## src/core/pmp_map.svh

```systemverilog
/*
  Address map, field positions and erased values of the program memory protection block.
  Assumes byte addressing on a 22-bit table pointer.
*/
`ifndef PMP_MAP_SVH
`define PMP_MAP_SVH

`define PMP_BOOT_END 22'h0007FF
`define PMP_BLK0_BASE 22'h000800
`define PMP_REGION_SHIFT 14
`define PMP_USER_END 22'h00FFFF
`define PMP_CFG_CP 22'h300008
`define PMP_CFG_CPH 22'h300009
`define PMP_CFG_WR 22'h30000A
`define PMP_CFG_WRH 22'h30000B
`define PMP_CFG_RD 22'h30000C
`define PMP_CFG_RDH 22'h30000D
`define PMP_DEVID_LO 22'h3FFFFE
`define PMP_DEVID_HI 22'h3FFFFF
`define PMP_BIT_EE_CP 7
`define PMP_BIT_BOOT_CP 6
`define PMP_BIT_EE_WP 7
`define PMP_BIT_BOOT_WP 6
`define PMP_BIT_CFG_WP 5
`define PMP_BIT_BOOT_RD 6
`define PMP_ERASED 8'hFF

`endif

```

## src/core/pmp_pkg.sv

```systemverilog
/*
  Types of the program memory protection block.
  Assumes pmp_map.svh is on the include path.
*/
package pmp_pkg;

  // one bit per region: index 0 boot, 1..4 blocks 0..3
  typedef logic [4:0] pmp_region_vec_t;

  typedef struct packed {
    pmp_region_vec_t code_prot;
    pmp_region_vec_t write_prot;
    pmp_region_vec_t read_prot;
    logic eeprom_code_protect;
    logic eeprom_write_protect;
    logic config_write_protect;
  } pmp_cfg_t;

  typedef struct packed {
    logic rd;
    logic wr;
    logic [21:0] addr;
    logic [7:0] wdata;
  } pmp_req_t;

  typedef enum logic [2:0] {
    PMP_IDLE = 3'b001,
    PMP_READ = 3'b010,
    PMP_WRITE = 3'b100
  } pmp_state_t;

endpackage : pmp_pkg

```

## src/core/pmp_cfg_store.sv

```systemverilog
/*
  Protection configuration bits with one-way programming.
  Assumes the caller qualifies every write and erase for its source.
*/
`include "pmp_map.svh"

module pmp_cfg_store (
  input wire logic core_clk_in,
  input wire logic rst_in,
  input wire logic prog_in,
  input wire logic [2:0] sel_in,
  input wire logic [7:0] wdata_in,
  input wire logic chip_erase_in,
  input wire logic region_erase_in,
  input wire logic [2:0] erase_region_in,
  output pmp_pkg::pmp_cfg_t cfg_out
);
  import pmp_pkg::*;

  // non-volatile bits: power up erased, untouched by reset
  pmp_cfg_t cfg_r = '1;
  pmp_cfg_t cfg_nxt;

  always_comb begin
    cfg_nxt = cfg_r;
    if (prog_in) begin
      case (sel_in)
        3'h0: begin
          cfg_nxt.code_prot[4:1] = cfg_r.code_prot[4:1] & wdata_in[3:0];
        end
        3'h1: begin
          cfg_nxt.eeprom_code_protect = cfg_r.eeprom_code_protect & wdata_in[`PMP_BIT_EE_CP];
          cfg_nxt.code_prot[0] = cfg_r.code_prot[0] & wdata_in[`PMP_BIT_BOOT_CP];
        end
        3'h2: begin
          cfg_nxt.write_prot[4:1] = cfg_r.write_prot[4:1] & wdata_in[3:0];
        end
        3'h3: begin
          cfg_nxt.eeprom_write_protect = cfg_r.eeprom_write_protect & wdata_in[`PMP_BIT_EE_WP];
          cfg_nxt.write_prot[0] = cfg_r.write_prot[0] & wdata_in[`PMP_BIT_BOOT_WP];
          cfg_nxt.config_write_protect = cfg_r.config_write_protect & wdata_in[`PMP_BIT_CFG_WP];
        end
        3'h4: begin
          cfg_nxt.read_prot[4:1] = cfg_r.read_prot[4:1] & wdata_in[3:0];
        end
        3'h5: begin
          cfg_nxt.read_prot[0] = cfg_r.read_prot[0] & wdata_in[`PMP_BIT_BOOT_RD];
        end
        default: begin
          cfg_nxt = cfg_r;
        end
      endcase
    end
    if (region_erase_in && erase_region_in <= 3'd4) begin
      cfg_nxt.code_prot[erase_region_in] = 1'b1;
      cfg_nxt.write_prot[erase_region_in] = 1'b1;
      cfg_nxt.read_prot[erase_region_in] = 1'b1;
    end
    if (chip_erase_in) begin
      cfg_nxt = '1;
    end
  end

  // bits are non-volatile: reset leaves them alone
  always_ff @(posedge core_clk_in) begin
    cfg_r <= cfg_nxt;
  end

  assign cfg_out = cfg_r;
endmodule : pmp_cfg_store

```

## src/core/pmp_protect.sv

```systemverilog
/*
  Access gate between the CPU table path, the serial programming port and the flash and EEPROM arrays.
  Assumes array accesses finish in the cycle after they are issued and read data return in the same cycle as the read strobe.
*/
`include "pmp_map.svh"

//////////////////////////////////////////////////////////////////////////////
// Functional notes
// - user memory split into four 16 Kbyte regions, each separately protected
// - first region split into 2048-byte boot and 14 Kbyte region
// - boot 000000h-0007FFh, next from 000800h, later regions contiguous
// - each region has code, write and cross-read protect bits
// - code protect does not affect CPU table reads or writes
// - code protect blocks programmer reads and writes of the region
// - write protect at zero suppresses table writes into the region
// - cross-read protect zero: reads from inside the region return data
// - cross-read protect zero: reads from outside the region return zeros
// - protection bits only go from one to zero
// - only chip or region erase restores a bit to one
// - erase commands accepted only from the programming port
// - table operations reach any user memory location, subject to protection
// - device identification words are readable by table read
// - configuration words readable and writable by table operations
// - eeprom code protect blocks programmer eeprom reads and writes
// - eeprom write protect blocks programmer eeprom writes
// - CPU eeprom accesses ignore eeprom protection bits
// - config write protect is read-only to user code
module pmp_protect #(
  parameter bit LARGE_VARIANT = 1'b1,
  parameter logic [7:0] DEV_ID_LO = 8'hA5,  // arbitrary value
  parameter logic [7:0] DEV_ID_HI = 8'h5A   // arbitrary value
) (
  input wire logic core_clk_in,
  input wire logic rst_in,
  input pmp_pkg::pmp_req_t cpu_req_in,
  input wire logic [21:0] cpu_pc_in,
  input pmp_pkg::pmp_req_t prg_req_in,
  input wire logic prg_chip_erase_in,
  input wire logic prg_region_erase_in,
  input wire logic [2:0] prg_erase_region_in,
  input wire logic cpu_ee_rd_in,
  input wire logic cpu_ee_wr_in,
  input wire logic prg_ee_rd_in,
  input wire logic prg_ee_wr_in,
  input wire logic [7:0] flash_rdata_in,
  input wire logic [7:0] ee_rdata_in,
  output logic flash_rd_out,
  output logic flash_wr_out,
  output logic [21:0] flash_addr_out,
  output logic [7:0] flash_wdata_out,
  output logic ee_rd_out,
  output logic ee_wr_out,
  output logic [7:0] table_latch_out,
  output logic table_latch_vld_out,
  output logic [7:0] prg_rdata_out,
  output logic prg_rdata_vld_out,
  output logic prg_blocked_out
);
  import pmp_pkg::*;

  typedef struct packed {
    pmp_state_t st;
    logic from_prg;
    logic use_zero;
    logic use_reg;
    logic [7:0] reg_data;
    logic flash_rd;
    logic flash_wr;
    logic [21:0] flash_addr;
    logic [7:0] flash_wdata;
    logic ee_rd;
    logic ee_wr;
    logic [7:0] latch;
    logic latch_vld;
    logic [7:0] prg_rdata;
    logic prg_vld;
    logic prg_blocked;
  } pmp_state_all_t;

  pmp_state_all_t s_r;
  pmp_state_all_t s_nxt;
  pmp_cfg_t cfg;
  pmp_cfg_t cfg_eff;
  logic cfg_prog;
  logic [2:0] cfg_sel;
  logic [7:0] cfg_wdata;

  //////////////////////////////////////////////////////////////////////////////
  // region decode
  function automatic logic [2:0] region_of(input logic [21:0] a);
    if (a <= `PMP_BOOT_END) begin
      return 3'd0;
    end
    return 3'd1 + {1'b0, a[`PMP_REGION_SHIFT+1:`PMP_REGION_SHIFT]};
  endfunction : region_of

  function automatic logic in_user(input logic [21:0] a);
    return a <= `PMP_USER_END;
  endfunction : in_user

  function automatic logic is_cfg(input logic [21:0] a);
    return a >= `PMP_CFG_CP && a <= `PMP_CFG_RDH;
  endfunction : is_cfg

  function automatic logic is_devid(input logic [21:0] a);
    return a == `PMP_DEVID_LO || a == `PMP_DEVID_HI;
  endfunction : is_devid

  //////////////////////////////////////////////////////////////////////////////
  // programmer and CPU access gates
  function automatic logic prg_allowed(input pmp_cfg_t c, input logic [2:0] rg);
    return c.code_prot[rg];
  endfunction : prg_allowed

  function automatic logic cpu_wr_allowed(input pmp_cfg_t c, input logic [2:0] rg);
    return c.write_prot[rg];
  endfunction : cpu_wr_allowed

  function automatic logic cpu_rd_zero(input pmp_cfg_t c, input logic [2:0] rg, input logic [21:0] pc,
    input logic gone);
    return gone || (!c.read_prot[rg] && region_of(pc) != rg);
  endfunction : cpu_rd_zero

  function automatic logic [1:0] prg_ee_gate(input pmp_cfg_t c, input logic rd, input logic wr);
    logic [1:0] g;
    g[1] = rd && c.eeprom_code_protect;
    g[0] = wr && c.eeprom_code_protect && c.eeprom_write_protect;
    return g;
  endfunction : prg_ee_gate

  function automatic logic is_absent(input logic [2:0] rg);
    return !LARGE_VARIANT && rg == 3'd4;
  endfunction : is_absent

  //////////////////////////////////////////////////////////////////////////////
  // user code never clears the config lock bit
  // masking here lets both paths share the store's one-way logic
  function automatic logic [7:0] user_cfg_wdata(input logic [2:0] sel, input logic [7:0] d);
    logic [7:0] m;
    m = d;
    if (sel == 3'h3) begin
      m[`PMP_BIT_CFG_WP] = 1'b1;
    end
    return m;
  endfunction : user_cfg_wdata

  //////////////////////////////////////////////////////////////////////////////
  // missing region reads as protected-but-absent
  // forcing the bits to zero keeps every path except CPU reads from code in the absent range away from it
  always_comb begin
    cfg_eff = cfg;
    if (!LARGE_VARIANT) begin
      cfg_eff.code_prot[4] = 1'b0;
      cfg_eff.write_prot[4] = 1'b0;
      cfg_eff.read_prot[4] = 1'b0;
    end
  end

  function automatic logic [7:0] cfg_read(input logic [2:0] sel, input pmp_cfg_t c);
    case (sel)
      3'h0: return {4'h0, c.code_prot[4:1]};
      3'h1: return {c.eeprom_code_protect, c.code_prot[0], 6'h00};
      3'h2: return {4'h0, c.write_prot[4:1]};
      3'h3: return {c.eeprom_write_protect, c.write_prot[0], c.config_write_protect, 5'h00};
      3'h4: return {4'h0, c.read_prot[4:1]};
      3'h5: return {1'b0, c.read_prot[0], 6'h00};
      default: return 8'h00;
    endcase
  endfunction : cfg_read

  //////////////////////////////////////////////////////////////////////////////
  // config writes reach the store
  // one writer per cycle: the programmer before user code
  always_comb begin
    cfg_prog = 1'b0;
    cfg_sel = 3'h0;
    cfg_wdata = `PMP_ERASED;
    if (s_r.st == PMP_IDLE) begin
      if (prg_req_in.wr && is_cfg(prg_req_in.addr)) begin
        cfg_prog = 1'b1;
        cfg_sel = 3'(prg_req_in.addr - `PMP_CFG_CP);
        cfg_wdata = prg_req_in.wdata;
      end else if (!prg_req_in.rd && !prg_req_in.wr && cpu_req_in.wr && is_cfg(cpu_req_in.addr)) begin
        cfg_prog = cfg.config_write_protect;
        cfg_sel = 3'(cpu_req_in.addr - `PMP_CFG_CP);
        cfg_wdata = user_cfg_wdata(cfg_sel, cpu_req_in.wdata);
      end
    end
  end

  // erase inputs come only from the programming port
  // erase is not held off by the state machine and may land in a busy cycle
  pmp_cfg_store u_store (
    .core_clk_in(core_clk_in),
    .rst_in(rst_in),
    .prog_in(cfg_prog),
    .sel_in(cfg_sel),
    .wdata_in(cfg_wdata),
    .chip_erase_in(prg_chip_erase_in),
    .region_erase_in(prg_region_erase_in),
    .erase_region_in(prg_erase_region_in),
    .cfg_out(cfg)
  );

  //////////////////////////////////////////////////////////////////////////////
  always_comb begin
    pmp_req_t rq;
    logic [2:0] rg;
    logic absent;
    s_nxt = s_r;
    rq = cpu_req_in;
    rg = 3'd0;
    absent = 1'b0;
    s_nxt.flash_rd = 1'b0;
    s_nxt.flash_wr = 1'b0;
    s_nxt.ee_rd = 1'b0;
    s_nxt.ee_wr = 1'b0;
    s_nxt.latch_vld = 1'b0;
    s_nxt.prg_vld = 1'b0;
    s_nxt.prg_blocked = 1'b0;
    // a request that loses arbitration or arrives while busy is dropped
    case (s_r.st)
      PMP_IDLE: begin
        s_nxt.from_prg = prg_req_in.rd || prg_req_in.wr;
        rq = s_nxt.from_prg ? prg_req_in : cpu_req_in;
        rg = region_of(rq.addr);
        absent = is_absent(rg);
        s_nxt.use_zero = 1'b0;
        s_nxt.use_reg = 1'b0;
        s_nxt.reg_data = 8'h00;
        s_nxt.flash_addr = rq.addr;
        s_nxt.flash_wdata = rq.wdata;
        if (rq.rd) begin
          s_nxt.st = PMP_READ;
          if (is_cfg(rq.addr)) begin
            s_nxt.use_reg = 1'b1;
            s_nxt.reg_data = cfg_read(3'(rq.addr - `PMP_CFG_CP), cfg_eff);
          end else if (is_devid(rq.addr)) begin
            s_nxt.use_reg = 1'b1;
            s_nxt.reg_data = rq.addr[0] ? DEV_ID_HI : DEV_ID_LO;
          end else if (in_user(rq.addr)) begin
            if (s_nxt.from_prg) begin
              s_nxt.use_zero = !prg_allowed(cfg_eff, rg) || absent;
              s_nxt.prg_blocked = !prg_allowed(cfg_eff, rg);
            end else begin
              s_nxt.use_zero = cpu_rd_zero(cfg_eff, rg, cpu_pc_in, absent);
            end
            s_nxt.flash_rd = !s_nxt.use_zero;
          end else begin
            s_nxt.flash_rd = 1'b1;
          end
        end else if (rq.wr) begin
          s_nxt.st = PMP_WRITE;
          if (in_user(rq.addr) && !absent) begin
            if (s_nxt.from_prg) begin
              s_nxt.flash_wr = prg_allowed(cfg_eff, rg);
              s_nxt.prg_blocked = !prg_allowed(cfg_eff, rg);
            end else begin
              s_nxt.flash_wr = cpu_wr_allowed(cfg_eff, rg);
            end
          end else if (!in_user(rq.addr) && !is_cfg(rq.addr)) begin
            s_nxt.flash_wr = 1'b1;
          end
        end else if (prg_ee_rd_in || prg_ee_wr_in) begin
          {s_nxt.ee_rd, s_nxt.ee_wr} = prg_ee_gate(cfg_eff, prg_ee_rd_in, prg_ee_wr_in);
          s_nxt.prg_blocked = !(prg_ee_rd_in ? s_nxt.ee_rd : s_nxt.ee_wr);
        end else begin
          s_nxt.ee_rd = cpu_ee_rd_in;
          s_nxt.ee_wr = cpu_ee_wr_in;
        end
      end
      PMP_READ: begin
        // the array answers in this cycle
        s_nxt.st = PMP_IDLE;
        if (s_r.use_reg) begin
          s_nxt.latch = s_r.reg_data;
        end else begin
          s_nxt.latch = s_r.use_zero ? 8'h00 : flash_rdata_in;
        end
        if (s_r.from_prg) begin
          s_nxt.prg_rdata = s_nxt.latch;
          s_nxt.prg_vld = 1'b1;
          s_nxt.latch = s_r.latch;
        end else begin
          s_nxt.latch_vld = 1'b1;
        end
      end
      PMP_WRITE: begin
        // nothing comes back; the cycle only spaces requests
        s_nxt.st = PMP_IDLE;
      end
      default: begin
        s_nxt.st = PMP_IDLE;
      end
    endcase
  end

  // protection bits live in the store and keep their value through reset
  always_ff @(posedge core_clk_in) begin
    if (rst_in) begin
      s_r <= '0;
      s_r.st <= PMP_IDLE;
    end else begin
      s_r <= s_nxt;
    end
  end

  //////////////////////////////////////////////////////////////////////////////
  assign flash_rd_out = s_r.flash_rd;
  assign flash_wr_out = s_r.flash_wr;
  assign flash_addr_out = s_r.flash_addr;
  assign flash_wdata_out = s_r.flash_wdata;
  assign ee_rd_out = s_r.ee_rd;
  assign ee_wr_out = s_r.ee_wr;
  assign table_latch_out = s_r.latch;
  assign table_latch_vld_out = s_r.latch_vld;
  assign prg_rdata_out = s_r.prg_rdata;
  assign prg_rdata_vld_out = s_r.prg_vld;
  assign prg_blocked_out = s_r.prg_blocked;
endmodule : pmp_protect

```

## config.mk

```make
export PLATFORM = sky130hd
export DESIGN_NAME = pmp_protect
export DESIGN_NICKNAME = d
export VERILOG_FILES = /design/src/core/pmp_pkg.sv /design/src/core/pmp_cfg_store.sv /design/src/core/pmp_protect.sv
export VERILOG_INCLUDE_DIRS = /design/src /design/src/core
export SDC_FILE = /design/constraint.sdc
export NUM_CORES = 1
export LEC_CHECK = 0
export BUFFER_PORTS_ARGS = -buffer_cell sky130_fd_sc_hd__buf_2
export CAP_MARGIN = 20
export CORE_MARGIN = 1.5
export CORE_UTILIZATION = 30
export CTS_BUF_LIST = sky130_fd_sc_hd__clkbuf_8 sky130_fd_sc_hd__clkbuf_16
export DETAILED_ROUTE_END_ITERATION = 6
export MAX_ROUTING_LAYER = met4
export SLEW_MARGIN = 20
export SYNTH_ARGS = -nofsm -noshare
export SYNTH_HDL_FRONTEND = slang
export SYNTH_SLANG_ARGS = --single-unit
```

## constraint.sdc

```tcl
create_clock -name core_clk_in -period 6.9 [get_ports core_clk_in]
set_input_delay 1.035 -clock core_clk_in [delete_from_list [all_inputs] [get_ports core_clk_in]]
set_output_delay 1.035 -clock core_clk_in [all_outputs]
set_load 0.01 [all_outputs]
```

==> flow_metrics.py <==
metrics = {
    "synth": {
        "synth_flop_cell": "dfxtp_1",
        "synthArstFlopShare_pct": 0,
        "synth.area.top_cells": "dfxtp_1 36%, nand2_1 8.2%, buf_4 7.4%",
        "syn-mean-instance-area_um2": 7.88,
        "yosysUniqueCellTypes": 66,
        "synth-edff-count": 0,
        "yosysSeqAreaShare_pct": 35.6,
        "synth_area_um2": 4780,
        "syn-instance-count": 607,
        "syn_nets": 724,
        "synth_largest_area_cell": "dfxtp_1",
        "ys_warn_count": 0,
        "synth.most_common_cell": "nand2_1",
        "yosys-top-cells-count": "104 x nand2_1, 85 x dfxtp_1, 77 x nor2_1",
        "ys_ff_latch": 85,
        "synthDominantCellAreaShare_pct": 35.6,
    },
    "route": {
        "drcViolationCount": 0,
        "wl_per_cell_um": 15.8,
        "drt-vias-per-instance": 5.14,
        "drt_pass1_iterations": 4,
        "drtAntennaViolNets": 0,
        "drt_iter0_drc": 270,
        "vias": 4725,
        "routed_wl_um": 14500,
    },
    "pwr": {
        "p_per_area_nw_per_um2": 221,
        "p_leak_nw": 2.42,
        "vdd_drop_max_v": 0.000107,
    },
    "final_layout": {
        "syn_to_final_growth_pct": 19.0,
        "fillers": 1674,
        "multi_input_area_um2": 2570,
        "final_layout_size_suffix_gt1_share_pct": 28.2,
        "instances_no_fill": 920,
        "fin_util_pct": 37.0,
        "fin_nets": 820,
        "fin_area_um2": 5690,
        "regArea_um2": 1700,
    },
    "sta": {
        "fmax_ghz": 0.272,
        "rsz0062_at_grt": "false",
        "finalSetupViolCount": 0,
        "slew_viol_final": 0,
        "finalCriticalPeriod_ns": 3.68,
        "slew_headroom_pct": 26.3,
        "min_period_over_period_pct": 53.3,
        "worstMarginPinSlew_ns": 1.10,
        "tns_ns": 0,
        "hold_violations": 0,
        "fin_worst_skew_ns": 0.00578,
    },
    "clocking": {
        "clock_latency_ns": 0.34,
        "postCtsHoldBufs": 0,
        "cts_buffers": 9,
        "post_cts_buffers": 0,
        "clkTransAtPathRegs_ns": 0.07,
        "cts_max_level": 3,
        "root_buffer": "clkbuf_16",
        "cts_sinks": 85,
        "clockBufferDepth": 2,
        "cts_resized": 0,
        "cts_tree": "built",
    },
    "grt": {
        "antenna_found_initial": 1,
        "grt_use_met2_pct": 28.6,
        "grt_pass1_vias": 4440,
        "use_met3_pct": 2.39,
        "overflow": 0,
        "busiest_layer": "met2",
        "grt_pass1_wl_um": 22900,
        "grt_use_met1_pct": 23.5,
        "grtUsageTotal_pct": 18.0,
        "grt_max_degree": 74,
    },
    "setup_path": {
        "cp-start-kind": "input port",
        "arrival_ns": 3.95,
        "worstPathRequired_ns": 7.17,
        "cp-end-kind": "flip-flop",
        "critPathMaxFanout": 27,
        "critical_path_class": "input port to flip-flop",
    },
    "job": {
        "drv_cap": 0,
    },
    "die": {
        "dieHeight_um": 129,
        "initial_core_util_pct": 31.1,
        "die_area_um2": 16700,
        "ioPinCount": 166,
        "fp.dieW_um": 129,
        "fp-row-count": 45,
        "coreArea_um2": 15400,
    },
    "place": {
        "placed_area_um2": 5410,
        "io_buffers": 157,
        "dp.cells": 903,
        "routabilityCongestion": 0.950,
        "dp_hpwl_um": 11200,
    },
    "hold_path": {
        "hold_path.class": "flip-flop to flip-flop",
    },
    "run_status": {
        "outcome": "complete, no violations",
    },
}
-- metal layers --
metal  part of all wire [%]  up-vias
li1                       -     2358
met1                     47     2191
met2                     46      158
met3                    5.5       18
met4                    1.7        0
met5                      0        -
-- layout by cell type (no fill, tap or decap), drive strengths merged, types with 3 or more instances in the layout --
| cell type | netlist | layout |
|---|---|---|
| and4 | 3 | 3 |
| o31ai | 3 | 3 |
| a311oi | 23 | 23 |
| a32o | 3 | 3 |
| a21oi | 22 | 22 |
| a22oi | 19 | 19 |
| buf | 56 | 164 |
| mux2i | 10 | 10 |
| nor3 | 7 | 7 |
| nand4 | 9 | 9 |
| nand2 | 104 | 104 |
| a21o | 4 | 4 |
| nand3 | 9 | 9 |
| dfxtp | 85 | 85 |
| nor2b | 5 | 5 |
| nand4b | 3 | 3 |
| inv | 9 | 11 |
| o21ai | 34 | 34 |
| clkbuf | 23 | 10 |
| and2 | 3 | 3 |
| o22ai | 5 | 5 |
| a211oi | 25 | 25 |
| mux2 | 4 | 4 |
| or4 | 4 | 4 |
| nor2 | 78 | 78 |
| a31oi | 6 | 6 |
| ha | 4 | 4 |
| clkinv | 0 | 3 |
| nand2b | 3 | 3 |
| nor4 | 5 | 5 |
| a211o | 5 | 5 |
-- path summary, 6_finish.rpt --
kind                                          from                 end  slack (ns)  depth (start not counted)
worst max-delay path                prg_req_in[31]        flash_rd_out        3.22                         10
worst min-delay path            u_store.cfg_out[5]  u_store.cfg_out[5]        0.48                          2
worst max register to register             s_r[66]  u_store.cfg_out[1]        4.74                          7
worst min register to register  u_store.cfg_out[5]  u_store.cfg_out[5]        0.48                          2
-- state kept, by name (all words and copies together) (netlist names) --
| signal | cells |
|---|---|
| s_r | 14 |
| flash_addr_out | 22 |
| ee_wr_out | 1 |
| flash_wr_out | 1 |
| prg_rdata_out | 8 |
| flash_wdata_out | 8 |
| prg_rdata_vld_out | 1 |
| prg_blocked_out | 1 |
| table_latch_vld_out | 1 |
| table_latch_out | 8 |
| u_store.cfg_out | 18 |
| flash_rd_out | 1 |
| ee_rd_out | 1 |
-- report_power, final --
part           total [mW]  switching [mW]  internal, mW
Sequential          0.541          0.0167         0.525
Combinational       0.254           0.155        0.0991
Clock               0.463           0.209         0.253
Total                1.26           0.381         0.877
-- layout make-up --
type	count	area share, %
timing repair buffer	164	14.7
multi-input combinational	434	45.2
inverter	9	0.594
clock inverter	6	0.682
antenna	1	0.0440
clock buffer	10	4.20
sequential	85	29.9
tap	211	4.64
-- cell families (layout without fill, tap and decap cells) --
kind of cell | Yosys count | after routing | share of synthesized area [%]
AO/OA/AOI/OAI | 166 | 166 | 25.0
adder cells (fa/ha/maj) | 4 | 4 | 1.05
buffers and inverters | 88 | 189 | 11.0
flip-flops | 85 | 85 | 35.6
multiplexers | 14 | 14 | 3.11
other | 0 | 1 | 0
AND/OR/NAND/NOR | 250 | 250 | 24.3
-- stage by stage --
step	hold slack, ns	worst slack, ns	total power, mW
6_report	0.479	3.22	1.26
4_1_cts	0.478	3.30	1.27
5_1_grt	0.505	3.07	1.32
3_3_place_gp	0.466	3.00	0.805
3_5_place_dp	0.469	2.95	0.806
2_1_floorplan	0.452	3.38	0.741
-- critical path, stage by stage --
cell and delay, ns:
buf_2 0.16, nor2_2 0.51, buf_4 0.42, nor4_1 0.15
o211a_1 0.27, o211ai_4 0.29, a41oi_1 0.16, a22oi_1 0.36
a2bb2oi_1 0.37, nor2b_1 0.20
Note: power is estimated with default switching activity, not from simulation.
